## src/inc/osp_defs.svh

```systemverilog
// Summary of operation
// - Mode field: 0 free run, 1 sync-manager event, 2 SYNC0, 3 SYNC1; writable, reset 1.
// - Cycle time in ns, reset 1 ms; sets local timer, master or SYNC cycle.
// - Read-only shift time in ns from SYNC0 to outputs applied; resets to zero.
// - Read-only supported modes bitmap reads fixed value 0x0c07.
// - Minimum cycle time resets to 250 us in ns; master keeps cycles longer.
// - Read-only SYNC0 to SYNC1 minimum spacing in ns, distributed clock modes.
// - Read-only minimum SYNC1 to outputs applied time in ns.
// - Command write 1 starts local cycle measurement, 0 stops it; resets to 0.
// - While measuring, timing entries take the largest measured values.
// - Starting a new measurement clears previously captured maxima first.
// - Read-only maximum SYNC1 to outputs applied time in ns.
// - 16-bit counter of missed sync-manager events, operational and distributed clock.
// - 16-bit counter of late-finishing or early-starting cycles while operational.
// - 16-bit counter of too-short SYNC0 to SYNC1 spacing, distributed clock.
// - Read-only late output flag, set when last cycle's outputs came late.
// - Subindex zero reads fixed value 0x20.
`ifndef OSP_DEFS_SVH
`define OSP_DEFS_SVH

// ==========================================
// Register addresses
`define OSP_A_SUBIDX 8'h00
`define OSP_A_MODE 8'h01
`define OSP_A_CYCLE 8'h02
`define OSP_A_SHIFT 8'h03
`define OSP_A_SUPP 8'h04
`define OSP_A_MINCYC 8'h05
`define OSP_A_SPACING 8'h06
`define OSP_A_MINDLY 8'h07
`define OSP_A_CMD 8'h08
`define OSP_A_MAXDLY 8'h09
`define OSP_A_MISSED 8'h0b
`define OSP_A_OVERRUN 8'h0c
`define OSP_A_SHORT 8'h0d
`define OSP_A_REPEAT 8'h14
`define OSP_A_LATE 8'h20
`define OSP_A_STATUS 8'h30
`define OSP_A_MASK 8'h31

// ==========================================
// Reset and fixed values
`define OSP_SUBIDX_VAL 8'h20
`define OSP_MODE_RST 16'h0001
`define OSP_CYCLE_RST 32'h000f4240
`define OSP_SUPP_VAL 16'h0c07
`define OSP_MINCYC_RST 32'h0003d090
`define OSP_CMD_START 16'h0001
`define OSP_CMD_STOP 16'h0000
`define OSP_MODE_MAX 16'h0003

// ==========================================
// Mode codes
`define OSP_M_FREE 2'h0
`define OSP_M_SM 2'h1
`define OSP_M_SYNC0 2'h2
`define OSP_M_SYNC1 2'h3

// ==========================================
// Timing and status layout
`define OSP_NS_PER_CLK 32'h0000000a
`define OSP_NS_MAX 32'hffffffff
`define OSP_CNT_MAX 16'hffff
`define OSP_ST_MISSED 0
`define OSP_ST_OVERRUN 1
`define OSP_ST_SHORT 2
`define OSP_ST_LATE 3
`define OSP_ST_W 4

`endif

```

## src/inc/osp_pkg.sv

```systemverilog
package osp_pkg;
   typedef enum logic [1:0]
   {
      OSP_IDLE = 2'b01,
      OSP_MEAS = 2'b10
   } osp_meas_e;
   typedef logic [15:0] osp_cnt_t;
endpackage

```

## src/rtl/osp_monitor.sv

```systemverilog
// Chosen here: the plain strobed port.
`timescale 1ns/10ps
`default_nettype none
`include "osp_defs.svh"

module osp_monitor
   import osp_pkg::*;
#(
   parameter logic [31:0] SPACING_LIMIT_NS = 32'h000003e8
)
(
   // Clock and reset
   input wire logic clk,
   input wire logic rst,
   // Register port
   input wire logic [7:0] addr,
   input wire logic [31:0] wdata,
   input wire logic wr,
   input wire logic rd,
   output logic [31:0] rdata_q,
   // Cycle events
   input wire logic sm2_event,
   input wire logic sync0,
   input wire logic sync1,
   input wire logic out_apply,
   input wire logic cycle_done,
   input wire logic in_operational,
   // Status out
   output logic cycle_start_q,
   output logic meas_active_q,
   output logic irq_q
);

   // ==========================================
   // State
   logic [15:0] mode_q, mode_d;
   logic [31:0] cycle_q, cycle_d;
   logic [31:0] repeat_q, repeat_d;
   logic [15:0] cmd_q, cmd_d;
   logic [31:0] shift_q, shift_d;
   logic [31:0] mincyc_q, mincyc_d;
   logic [31:0] spacing_q, spacing_d;
   logic [31:0] mindly_q, mindly_d;
   logic [31:0] maxdly_q, maxdly_d;
   logic [31:0] t0_q, t0_d, t1_q, t1_d, tc_q, tc_d;
   logic busy_q, busy_d, exceeded_q, exceeded_d;
   logic sm_seen_q, sm_seen_d, pending_q, pending_d, period_seen_q, period_seen_d;
   logic late_q, late_d;
   logic [`OSP_ST_W-1:0] status_q, status_d, mask_q, mask_d, ev;
   logic [31:0] rdata_d;
   logic cycle_start_d, irq_d;
   osp_meas_e meas_q, meas_d;
   osp_cnt_t cnt_q [3];
   osp_cnt_t cnt_d [3];
   logic [1:0] m;
   logic dc, cstart, start_meas, measuring;

   function automatic logic [31:0] sat_add(input logic [31:0] v);
      sat_add = (v > (`OSP_NS_MAX - `OSP_NS_PER_CLK)) ? `OSP_NS_MAX : v + `OSP_NS_PER_CLK;
   endfunction

   function automatic logic [31:0] max32(input logic [31:0] a, input logic [31:0] b);
      max32 = (a > b) ? a : b;
   endfunction

   // ==========================================
   // Next state
   always_comb
   begin
      m = mode_q[1:0];
      dc = (m == `OSP_M_SYNC0) || (m == `OSP_M_SYNC1);
      mode_d = mode_q;
      cycle_d = cycle_q;
      repeat_d = repeat_q;
      cmd_d = cmd_q;
      mask_d = mask_q;
      meas_d = meas_q;
      start_meas = 1'b0;
      if (wr)
      begin
         case (addr)
            `OSP_A_MODE:
            begin
               if (wdata[15:0] <= `OSP_MODE_MAX)
               begin
                  mode_d = wdata[15:0];
               end
            end
            `OSP_A_CYCLE: cycle_d = wdata;
            `OSP_A_REPEAT: repeat_d = wdata;
            `OSP_A_MASK: mask_d = wdata[`OSP_ST_W-1:0];
            `OSP_A_CMD:
            begin
               cmd_d = wdata[15:0];
               if (wdata[15:0] == `OSP_CMD_START)
               begin
                  start_meas = (meas_q != OSP_MEAS);
                  meas_d = OSP_MEAS;
               end
               else
               begin
                  meas_d = OSP_IDLE;
               end
            end
            default: ;
         endcase
      end
      measuring = (meas_q == OSP_MEAS);
      // Cycle start source per mode
      case (m)
         `OSP_M_FREE: cstart = (sat_add(tc_q) >= cycle_q);
         `OSP_M_SM: cstart = sm2_event;
         `OSP_M_SYNC0: cstart = sync0;
         `OSP_M_SYNC1: cstart = sync1;
         default: cstart = 1'b0;
      endcase
      cycle_start_d = cstart;
      t0_d = sync0 ? 32'h0 : sat_add(t0_q);
      t1_d = sync1 ? 32'h0 : sat_add(t1_q);
      tc_d = cstart ? 32'h0 : sat_add(tc_q);
      // Captured maxima
      shift_d = shift_q;
      mincyc_d = mincyc_q;
      spacing_d = spacing_q;
      mindly_d = mindly_q;
      maxdly_d = maxdly_q;
      period_seen_d = period_seen_q;
      if (start_meas)
      begin
         shift_d = 32'h0;
         mincyc_d = 32'h0;
         spacing_d = 32'h0;
         mindly_d = 32'h0;
         maxdly_d = 32'h0;
         period_seen_d = 1'b0;
      end
      else if (measuring)
      begin
         if (out_apply)
         begin
            shift_d = max32(shift_q, t0_q);
            mindly_d = max32(mindly_q, t1_q);
            maxdly_d = max32(maxdly_q, t1_q);
         end
         if (sync1)
         begin
            spacing_d = max32(spacing_q, t0_q);
         end
         if (cstart)
         begin
            if (period_seen_q)
            begin
               mincyc_d = max32(mincyc_q, tc_q);
            end
            period_seen_d = 1'b1;
         end
      end
      // Cycle supervision
      busy_d = cstart | (busy_q & ~cycle_done);
      exceeded_d = cstart ? 1'b0 : exceeded_q | (busy_q & ~cycle_done & (tc_q > cycle_q));
      sm_seen_d = sm2_event | (sm_seen_q & ~sync0);
      pending_d = dc & (sync0 | (pending_q & ~out_apply));
      ev[`OSP_ST_MISSED] = in_operational & dc & sync0 & ~sm_seen_q;
      ev[`OSP_ST_OVERRUN] = in_operational & busy_q & ~cycle_done
                            & (cstart | (~exceeded_q & (tc_q > cycle_q)));
      ev[`OSP_ST_SHORT] = dc & sync1 & (t0_q < SPACING_LIMIT_NS);
      ev[`OSP_ST_LATE] = dc & sync0 & pending_q & ~out_apply;
      late_d = late_q;
      if (dc && sync0)
      begin
         late_d = pending_q & ~out_apply;
      end
      // Sticky status, set wins over write-one clear
      status_d = status_q;
      if (wr && (addr == `OSP_A_STATUS))
      begin
         status_d = status_q & ~wdata[`OSP_ST_W-1:0];
      end
      status_d = status_d | ev;
      irq_d = |(status_d & mask_d);
      // Read mux
      rdata_d = 32'h0;
      if (rd)
      begin
         case (addr)
            `OSP_A_SUBIDX: rdata_d = {24'h0, `OSP_SUBIDX_VAL};
            `OSP_A_MODE: rdata_d = {16'h0, mode_q};
            `OSP_A_CYCLE: rdata_d = cycle_q;
            `OSP_A_SHIFT: rdata_d = shift_q;
            `OSP_A_SUPP: rdata_d = {16'h0, `OSP_SUPP_VAL};
            `OSP_A_MINCYC: rdata_d = mincyc_q;
            `OSP_A_SPACING: rdata_d = spacing_q;
            `OSP_A_MINDLY: rdata_d = mindly_q;
            `OSP_A_CMD: rdata_d = {16'h0, cmd_q};
            `OSP_A_MAXDLY: rdata_d = maxdly_q;
            `OSP_A_MISSED: rdata_d = {16'h0, cnt_q[0]};
            `OSP_A_OVERRUN: rdata_d = {16'h0, cnt_q[1]};
            `OSP_A_SHORT: rdata_d = {16'h0, cnt_q[2]};
            `OSP_A_REPEAT: rdata_d = repeat_q;
            `OSP_A_LATE: rdata_d = {31'h0, late_q};
            `OSP_A_STATUS: rdata_d = {28'h0, status_q};
            `OSP_A_MASK: rdata_d = {28'h0, mask_q};
            default: rdata_d = 32'h0;
         endcase
      end
   end

   // ==========================================
   // Event counters
   genvar gi;
   generate
      for (gi = 0; gi < 3; gi++)
      begin : g_cnt
         always_comb
         begin
            cnt_d[gi] = cnt_q[gi];
            if (ev[gi] && (cnt_q[gi] != `OSP_CNT_MAX))
            begin
               cnt_d[gi] = cnt_q[gi] + 16'h0001;
            end
         end

         always_ff @(posedge clk)
         begin
            if (rst)
            begin
               cnt_q[gi] <= 16'h0000;
            end
            else
            begin
               cnt_q[gi] <= cnt_d[gi];
            end
         end
      end
   endgenerate

   // ==========================================
   // Registers
   always_ff @(posedge clk)
   begin
      if (rst)
      begin
         mode_q <= `OSP_MODE_RST;
         cycle_q <= `OSP_CYCLE_RST;
         repeat_q <= 32'h0;
         cmd_q <= `OSP_CMD_STOP;
         meas_q <= OSP_IDLE;
         shift_q <= 32'h0;
         mincyc_q <= `OSP_MINCYC_RST;
         spacing_q <= 32'h0;
         mindly_q <= 32'h0;
         maxdly_q <= 32'h0;
         t0_q <= 32'h0;
         t1_q <= 32'h0;
         tc_q <= 32'h0;
         busy_q <= 1'b0;
         exceeded_q <= 1'b0;
         sm_seen_q <= 1'b0;
         pending_q <= 1'b0;
         period_seen_q <= 1'b0;
         late_q <= 1'b0;
         status_q <= '0;
         mask_q <= '0;
         rdata_q <= 32'h0;
         cycle_start_q <= 1'b0;
         meas_active_q <= 1'b0;
         irq_q <= 1'b0;
      end
      else
      begin
         mode_q <= mode_d;
         cycle_q <= cycle_d;
         repeat_q <= repeat_d;
         cmd_q <= cmd_d;
         meas_q <= meas_d;
         shift_q <= shift_d;
         mincyc_q <= mincyc_d;
         spacing_q <= spacing_d;
         mindly_q <= mindly_d;
         maxdly_q <= maxdly_d;
         t0_q <= t0_d;
         t1_q <= t1_d;
         tc_q <= tc_d;
         busy_q <= busy_d;
         exceeded_q <= exceeded_d;
         sm_seen_q <= sm_seen_d;
         pending_q <= pending_d;
         period_seen_q <= period_seen_d;
         late_q <= late_d;
         status_q <= status_d;
         mask_q <= mask_d;
         rdata_q <= rdata_d;
         cycle_start_q <= cycle_start_d;
         meas_active_q <= (meas_d == OSP_MEAS);
         irq_q <= irq_d;
      end
   end

   // ==========================================
   // Assertions
   a_mode_reset: assert property (@(posedge clk) rst |=> mode_q == `OSP_MODE_RST)
      else $error("mode not reset to one");
   a_mode_write: assert property (@(posedge clk) disable iff (rst)
      wr && addr == `OSP_A_MODE && wdata[15:0] > `OSP_MODE_MAX |=> $stable(mode_q))
      else $error("illegal mode accepted");
   a_subidx_read: assert property (@(posedge clk) disable iff (rst)
      rd && addr == `OSP_A_SUBIDX |=> rdata_q == 32'h00000020)
      else $error("subindex zero wrong");
   a_supp_read: assert property (@(posedge clk) disable iff (rst)
      rd && addr == `OSP_A_SUPP |=> rdata_q == 32'h00000c07)
      else $error("supported modes wrong");
   a_cycle_read: assert property (@(posedge clk) disable iff (rst)
      rd && addr == `OSP_A_CYCLE |=> rdata_q == $past(cycle_q))
      else $error("cycle time readback wrong");
   a_meas_clear: assert property (@(posedge clk) disable iff (rst)
      wr && addr == `OSP_A_CMD && wdata[15:0] == 16'h1 && !meas_active_q
      |=> shift_q == 32'h0 && maxdly_q == 32'h0 && meas_active_q)
      else $error("measure start did not clear");
   a_meas_stop: assert property (@(posedge clk) disable iff (rst)
      wr && addr == `OSP_A_CMD && wdata[15:0] == 16'h0
      |=> !meas_active_q ##1 ($stable(shift_q) || ($past(wr) && $past(addr) == `OSP_A_CMD)))
      else $error("measure stop failed");
   a_shift_max: assert property (@(posedge clk) disable iff (rst)
      meas_active_q && out_apply && !(wr && addr == `OSP_A_CMD)
      |=> shift_q >= $past(t0_q) && maxdly_q >= $past(t1_q))
      else $error("maximum not captured");
   a_missed_inc: assert property (@(posedge clk) disable iff (rst)
      ev[`OSP_ST_MISSED] && cnt_q[0] != 16'hffff |=> cnt_q[0] == $past(cnt_q[0]) + 16'h1)
      else $error("missed count not bumped");
   a_cnt_sat: assert property (@(posedge clk) disable iff (rst)
      cnt_q[1] == 16'hffff |=> cnt_q[1] == 16'hffff)
      else $error("counter wrapped");
   a_short_inc: assert property (@(posedge clk) disable iff (rst)
      ev[`OSP_ST_SHORT] && cnt_q[2] != 16'hffff |=> cnt_q[2] != $past(cnt_q[2]))
      else $error("short count not bumped");
   a_late_flag: assert property (@(posedge clk) disable iff (rst)
      dc && sync0 && pending_q && !out_apply |=> late_q && status_q[`OSP_ST_LATE])
      else $error("late flag not set");
   a_overrun_op: assert property (@(posedge clk) disable iff (rst)
      !in_operational |=> cnt_q[1] == $past(cnt_q[1]))
      else $error("overrun counted outside operational");
   a_irq_level: assert property (@(posedge clk) disable iff (rst)
      irq_q == |(status_q & mask_q))
      else $error("interrupt level mismatch");
   a_late_clear: assert property (@(posedge clk) disable iff (rst)
      dc && sync0 && (!pending_q || out_apply) |=> !late_q)
      else $error("late flag not cleared");
   a_late_hold: assert property (@(posedge clk) disable iff (rst)
      !(dc && sync0) |=> $stable(late_q))
      else $error("late flag moved between sync0 events");
   a_mincyc_max: assert property (@(posedge clk) disable iff (rst)
      meas_active_q && cstart && period_seen_q && !(wr && addr == `OSP_A_CMD) |=> mincyc_q >= $past(tc_q))
      else $error("cycle maximum not captured");
   a_missed_mode: assert property (@(posedge clk) disable iff (rst)
      !dc |=> cnt_q[0] == $past(cnt_q[0]))
      else $error("missed count outside distributed clock");
   a_short_mode: assert property (@(posedge clk) disable iff (rst)
      !dc |=> cnt_q[2] == $past(cnt_q[2]))
      else $error("short count outside distributed clock");
   a_cnt_cap: assert property (@(posedge clk) disable iff (rst)
      cnt_q[0] == `OSP_CNT_MAX |=> cnt_q[0] == `OSP_CNT_MAX)
      else $error("missed counter wrapped");
   a_rdata_idle: assert property (@(posedge clk) disable iff (rst)
      !rd |=> rdata_q == 32'h0)
      else $error("read data not idle");

   c_meas_apply: cover property (@(posedge clk) disable iff (rst) meas_active_q ##[1:20] out_apply);
   c_overrun: cover property (@(posedge clk) disable iff (rst) ev[`OSP_ST_OVERRUN]);
   c_late: cover property (@(posedge clk) disable iff (rst) $rose(late_q));
   c_short: cover property (@(posedge clk) disable iff (rst) ev[`OSP_ST_SHORT] ##1 irq_q);
   c_free_tick: cover property (@(posedge clk) disable iff (rst) m == `OSP_M_FREE && cstart);

endmodule

`default_nettype wire

```

## config.mk

```make
export PLATFORM = sky130hd
export DESIGN_NAME = osp_monitor
export DESIGN_NICKNAME = d
export VERILOG_FILES = /design/src/inc/osp_pkg.sv /design/src/rtl/osp_monitor.sv
export VERILOG_INCLUDE_DIRS = /design/src /design/src/inc
export SDC_FILE = /design/constraint.sdc
export NUM_CORES = 1
export LEC_CHECK = 0
export ABC_CLOCK_PERIOD_IN_PS = 9100
export BUFFER_PORTS_ARGS = -buffer_cell sky130_fd_sc_hd__buf_2
export CAP_MARGIN = 10
export CELL_PAD_IN_SITES_DETAIL_PLACEMENT = 0
export CELL_PAD_IN_SITES_GLOBAL_PLACEMENT = 1
export CORE_ASPECT_RATIO = 1.4
export CORE_MARGIN = 1
export CORE_UTILIZATION = 40
export CTS_CLUSTER_SIZE = 24
export DETAILED_ROUTE_END_ITERATION = 6
export GPL_ROUTABILITY_DRIVEN = 0
export PLACE_DENSITY = 0.71
export SLEW_MARGIN = 20
export SYNTH_ARGS = -nofsm -noshare
export SYNTH_HDL_FRONTEND = slang
export SYNTH_SLANG_ARGS = --single-unit
```

## constraint.sdc

```tcl
create_clock -name clk -period 9.1 [get_ports clk]
set_input_delay 1.365 -clock clk [delete_from_list [all_inputs] [get_ports clk]]
set_output_delay 1.365 -clock clk [all_outputs]
set_load 0.02 [all_outputs]
```

==> impl_metrics.tcl, run 1 <==
set metrics [dict create \
    timing.fmax_mhz 166.8 \
    boundaryPins 85 \
    ir_drop_mv 0.1451 \
    clkSinkCount 451 \
    wl_um 93870 \
    final_area_um2 27370 \
    clock_latency_ps 600 \
    period_share_pct 65.87 \
    final_max_slew_viol_count 0 \
    synth_ff_type "dfxtp_1" \
    path_clk_slew_ps 60 \
    placed_cells 3702 \
    yosysUniqueCellTypes 73 \
    hold_violations 0 \
    syn_nets 3217 \
    synth-simple-area-share_pct 19.18 \
    wl_met1_um 35840 \
    cts_setup_buffers 0 \
    grt_max_degree 97 \
    fp-row-count 107 \
    hold_depth 2 \
    grtUsageTotal_pct 29.94 \
    syn-cell-area_um2 24550 \
    critPathCaptureType "flop" \
    violations "DRC" \
    die_area_um2 62390 \
    setup_viol 0 \
    grt-ovfl-total 0 \
    start_util_pct 40.39 \
    finalClockSkew_ps 17.85 \
    stdcell_count 3788 \
    hold_buffers 0 \
    synth_compound_area_share_pct 19.39 \
    vias 22813 \
    final_cell_mix "dfxtp_1 (451), nand2_1 (330), a21oi_1 (310)" \
    port_buffers 84 \
    placed_area_um2 25670 \
    rsz0062_at_grt "no" \
    yosys_warnings 0 \
    drv_cap 0 \
    cts-root-buf "clkbuf_16" \
    multiInputGateArea_um2 14360 \
    avgSynthCellArea_um2 8.359 \
    hold_path_class "flop to flop" \
    post-route-util_pct 45.03 \
    ant_nets 0 \
    synth_seq_cells 451 \
    async_flop_share_pct 0 \
    fin_nets 3215 \
    ctsHtreeMaxLevel 2 \
    grt_pass1_wl_um 140300 \
    synth_top_family_by_area "compound AO/OA/AOI/OAI gates" \
    p_per_area_nw_per_um2 155.4 \
    dpl.hpwl_um 70440 \
    cp-start-kind "flop" \
    grt_pass1_vias 22233 \
    max-clock-path-buffers 3 \
    tightest_slew_ps 1162 \
    antenna_found_initial 2 \
    drc_errors 11 \
    ctsResizeCount 0 \
    crit_required_ps 9530 \
    first_iter_violations 1962 \
    wl_met2_um 44170 \
    die_h_um 295.1 \
    die_w_um 211.4 \
    met3_length_um 5215 \
    critPathArrivalTime_ps 6420 \
    synth_mux_area_share_pct 3.904 \
    mostFrequentLayoutCell "dfxtp_1" \
    routed.top_layer "met4" \
    fin_crit_ps 5994 \
    cts_tree "done" \
    cts_buffers 48 \
    synth_edf_count 0 \
    synth_xor_area_share_pct 3.781 \
    fillers 6062 \
    rr_worst_depth 16 \
    leakage_uw 0.01070 \
    final-seq-area_um2 9029 \
    coreArea_um2 60780 \
    drive_gt1_share_pct 8.013 \
    cp_max_fo 57 \
    maxSlewHeadroom_pct 22.52 \
    netlist_instances 2937 \
    synth.yosys.seq_area_share_pct 36.78 \
    vias_per_cell 6.022 \
    drt_pass1_iterations 7 \
    post_drt_wl_per_cell_um 24.78 \
    outcome "finished, violations left" \
    area_delta_synth_final_pct 11.48 \
    tns_ps 0 \
    synth_fa_ha_area_share_pct 11.72 \
    setup.worst_path.class "flop to flop" \
]
## state kept, by name, indices dropped and copies added (netlist names), 16 cells and up
name,cells
maxdly_q,32
cmd_q,16
cycle_q,32
t1_q,32
mincyc_q,32
spacing_q,32
shift_q,32
tc_q,32
repeat_q,32
cnt_q,48
mode_q,16
mindly_q,32
t0_q,32
rdata_q,32
## worst max-delay path, stage by stage, from the launching register on
cell and delay [ps]:
dfxtp_1 480, a21oi_1 170, nor3_1 490, and2_0 380, and3_1 380, and4_1 350, nand3_4 510, nand2_1 220
ha_1 160, and4_1 250, nand2_1 60, or4_1 530, a41oi_1 290, o211ai_1 130, or3_2 980, mux2i_1 300
o21ai_1 70
## final timing paths
check           start            to  slack (ps)
max           tc_q[3]  mincyc_q[14]        3110
min          cmd_q[4]      cmd_q[4]         460
max reg2reg   tc_q[3]  mincyc_q[14]        3110
min reg2reg  cmd_q[4]      cmd_q[4]         460
## Yosys cell counts (30+ instances only)
| cell type | count | area share (%) |
|---|---|---|
| a31oi_1 | 37 | 0.94 |
| a22oi_1 | 48 | 1.5 |
| a21oi_1 | 312 | 6.4 |
| o21ai_0 | 93 | 1.9 |
| dfxtp_1 | 451 | 37 |
| mux2i_1 | 89 | 3.6 |
| ha_1 | 230 | 12 |
| a32oi_1 | 32 | 1.1 |
| xnor2_1 | 87 | 3.1 |
| clkbuf_1 | 130 | 2.0 |
| nand2_1 | 334 | 5.1 |
| nand4_1 | 89 | 2.3 |
| a222oi_1 | 30 | 1.2 |
| nor2_1 | 193 | 3.0 |
| a22o_1 | 38 | 1.4 |
| inv_1 | 155 | 2.4 |
| nor3_1 | 43 | 0.88 |
| nand3_1 | 146 | 3.0 |
| and3_1 | 72 | 1.8 |
## kinds of logic (layout without fill, tap and decap cells)
logic type,count (synthesis),after routing
AND/OR/NAND/NOR,984,984
AO/OA/AOI/OAI,744,744
flip-flops,451,451
buffers and inverters,327,360
adder cells (fa/ha/maj),230,230
XOR/XNOR,106,106
multiplexers,95,95
other,0,1
## power breakdown
| group | switching, uW | total (uW) | leakage [uW] | internal, uW |
|---|---|---|---|---|
| logic | 103 | 137 | 0.00624 | 33.7 |
| clock network | 853 | 2130 | 0.000827 | 1280 |
| registers | 6.59 | 1980 | 0.00363 | 1980 |
| total | 962 | 4250 | 0.0107 | 3290 |
## through the flow
step / hold WS (ps) / setup slack [ps] / total power [uW]
after detailed placement: 446.3 / 2769 / 2162
after floorplan: 431.5 / 4398 / 2101
after global routing: 475.2 / 2627 / 4369
after global placement: 438.3 / 2935 / 2161
after CTS: 454.4 / 2742 / 4283
final: 455.4 / 3106 / 4252
## layer usage
layer	vias to the layer above	global-route usage [%]
met1	10944	34.20
li1	10676	-
met3	271	3.707
met2	922	50.02
met4	0	24.71
met5	-	0
## area by class of cell
type	count	share of cell area, %
Antenna cell	1	0.009143
Clock inverter	15	0.9234
Timing Repair Buffer	120	2.533
Multi-Input combinational cell	2159	52.48
Sequential cell	451	32.99
Clock buffer	70	5.207
Tap cell	817	3.735
Inverter	155	2.126
(Power assumes the default switching activity.)
==> run 2, diff against run 1 <==
--- a/config.mk
+++ b/config.mk
@@ -6,7 +6,7 @@
 export SDC_FILE = /design/constraint.sdc
 export NUM_CORES = 1
 export LEC_CHECK = 0
-export ABC_CLOCK_PERIOD_IN_PS = 9100
+export ABC_CLOCK_PERIOD_IN_PS = 5100
 export BUFFER_PORTS_ARGS = -buffer_cell sky130_fd_sc_hd__buf_2
 export CAP_MARGIN = 10
 export CELL_PAD_IN_SITES_DETAIL_PLACEMENT = 0
@@ -17,7 +17,7 @@
 export CTS_CLUSTER_SIZE = 24
 export DETAILED_ROUTE_END_ITERATION = 6
 export GPL_ROUTABILITY_DRIVEN = 0
-export PLACE_DENSITY = 0.71
+export PLACE_DENSITY = 0.74
 export SLEW_MARGIN = 20
 export SYNTH_ARGS = -nofsm -noshare
 export SYNTH_HDL_FRONTEND = slang
==> constraint.sdc (replaced) <==
create_clock -name clk -period 5.1 [get_ports clk]
set_input_delay 0.765 -clock clk [delete_from_list [all_inputs] [get_ports clk]]
set_output_delay 0.765 -clock clk [all_outputs]
set_load 0.02 [all_outputs]
==> run 2 against run 1 <==
Clock skew fell by 1.6 ps. Core utilization rose by 0.46 points. Flip-flop and latch count did not move. Critical path depth rose by 2. Critical path type unchanged. Clock-buffer cell count fell by 4. The run still ends with DRC left.
==> impl_metrics.tcl, run 2 (synthesis results as in run 1) <==
set metrics [dict create \
    critPathArrivalTime_ps 5180 \
    max-clock-path-buffers 3 \
    clkSinkCount 451 \
    vias_per_cell 6.097 \
    die_h_um 295.1 \
    ant_nets 0 \
    cp_max_fo 27 \
    critPathCaptureType "flop" \
    grt_pass1_vias 22294 \
    hold_buffers 0 \
    path_depth 18 \
    cell_internal_pwr_uw 5943 \
    maxSlewHeadroom_pct 24.22 \
    cts_buffers 48 \
    fin_nets 3240 \
    p_sw_share_pct 22.61 \
    antenna_found_initial 1 \
    cp-start-kind "flop" \
    clock_latency_ps 600 \
    grtUsageTotal_pct 29.84 \
    cts_setup_buffers 0 \
    grt_pass1_wl_um 140100 \
    timing.fmax_mhz 210.8 \
    p_per_area_nw_per_um2 277.7 \
    top_register "cnt_q" \
    first_iter_violations 2307 \
    port_buffers 84 \
    outcome "finished, violations left" \
    hold_path_class "input pin to flop" \
    fin_crit_ps 4745 \
    dpl.hpwl_um 70830 \
    max_stage_delay_ps 540 \
    crit_chain "inv_1, nor3_1, and3_1, and3_1, and4_1, nand3_4, buf_4, nand2_1, ha_1, and4_1, o31ai_1, or4_1, a41oi_1, o211ai_1, or3_4, buf_12, mux2i_1, o21ai_0" \
    start_util_pct 40.39 \
    cts_tree "done" \
    wl_um 93940 \
    cp_top_family "simple AND/OR/NAND/NOR gates" \
    clkPwrFrac_pct 50.6 \
    drive_gt1_share_pct 9.009 \
    drc_errors 3 \
    die_area_um2 62390 \
    grt_max_degree 96 \
    cts-root-buf "clkbuf_16" \
    drv_cap 0 \
    setup_viol 0 \
    violations "DRC" \
    ir_drop_mv 0.2801 \
    crit_required_ps 5540 \
    tightest_slew_ps 1134 \
    vias 23260 \
    p_seq_share_pct 46.1 \
    hold_violations 0 \
    setup.worst_path.class "flop to flop" \
    final_max_slew_viol_count 0 \
    fillers 6064 \
    final_cell_mix "dfxtp_1 (451), nand2_1 (331), a21oi_1 (310)" \
    p_comb_share_pct 3.3 \
    coreArea_um2 60780 \
    switching_power_uw 1736 \
    fp-row-count 107 \
    pre_cts_slack_ps 95.85 \
    area_delta_synth_final_pct 12.62 \
    fin_ws_ps 355.2 \
    ctsHtreeMaxLevel 2 \
    finalClockSkew_ps 16.20 \
    grt-ovfl-total 0 \
    leakage_uw 0.01088 \
    path_clk_slew_ps 60 \
    post-route-util_pct 45.49 \
    rr_worst_depth 18 \
    largest_reg_flops 48 \
    hold_depth 3 \
    cp_num_buf_inv 3 \
    post_drt_wl_per_cell_um 24.62 \
    mostFrequentLayoutCell "dfxtp_1" \
    cpMaxStageDelayCell "or3_4" \
    drt_pass1_iterations 7 \
    period_share_pct 93.04 \
    die_w_um 211.4 \
    boundaryPins 85 \
    hold-worst-slack_ps 420.9 \
]
==> run 2: path summary, 6_finish.rpt <==
path / startpoint / endpoint / slack [ps]
max: tc_q[15] / mincyc_q[12] / 360
min reg2reg: cmd_q[14] / cmd_q[14] / 460
min: wdata[29] / repeat_q[29] / 420
max reg2reg: tc_q[15] / mincyc_q[12] / 360
==> run 2: timing repair <==
action / CTS / global route
hold endpoints to repair: 0 / 0
gates resized for setup: 0 / 9
endpoints found under the setup margin: 0 / 74
==> run 2: tightest hold or removal path: cells and delay by family <==
kind | cells | cell delay, ps
and+or+nand+nor | 1 | 50
AOI/OAI and AO/OA | 1 | 50
buffers and inverters | 1 | 100
==> run 2: per-stage QoR <==
stage          setup TNS, ps  instances  total power, uW  cell area (um2)
6_report                   0       3815             7679            27650
5_1_grt               -12.41       3814             7879            27650
4_1_cts                    0       3814             7719            27600
3_5_place_dp               0       3727             3864            25860
3_3_place_gp               0       3727             3861            25860
2_1_floorplan              0       2937             3750            24550
==> run 2: per-layer routing <==
metal | wire, um | GRT usage (%) | up-vias
met5 | 0 | 0 | -
met4 | 8386 | 23.98 | 0
met3 | 6536 | 4.047 | 304
met2 | 44240 | 49.98 | 1101
met1 | 34780 | 34.01 | 11129
li1 | - | - | 10726
==> run 2: power groups by stage <==
stage          Clock [uW]  Sequential, uW  Combinational, uW
2_1_floorplan           0            3610                135
3_3_place_gp            0            3620                242
3_5_place_dp            0            3620                245
4_1_cts              3930            3540                246
5_1_grt              4070            3540                267
6_report             3890            3540                253
==> run 2: layout make-up <==
| type | count | area (um2) | area share [%] |
|---|---|---|---|
| antenna | 1 | 2.502 | 0.009050 |
| inverter | 155 | 581.8 | 2.104 |
| sequential | 451 | 9029 | 32.65 |
| timing repair buffer | 145 | 909.6 | 3.290 |
| multi-input combinational | 2159 | 14370 | 51.95 |
| tap | 817 | 1022 | 3.697 |
| clock buffer | 66 | 1421 | 5.140 |
| clock inverter | 21 | 319.1 | 1.154 |
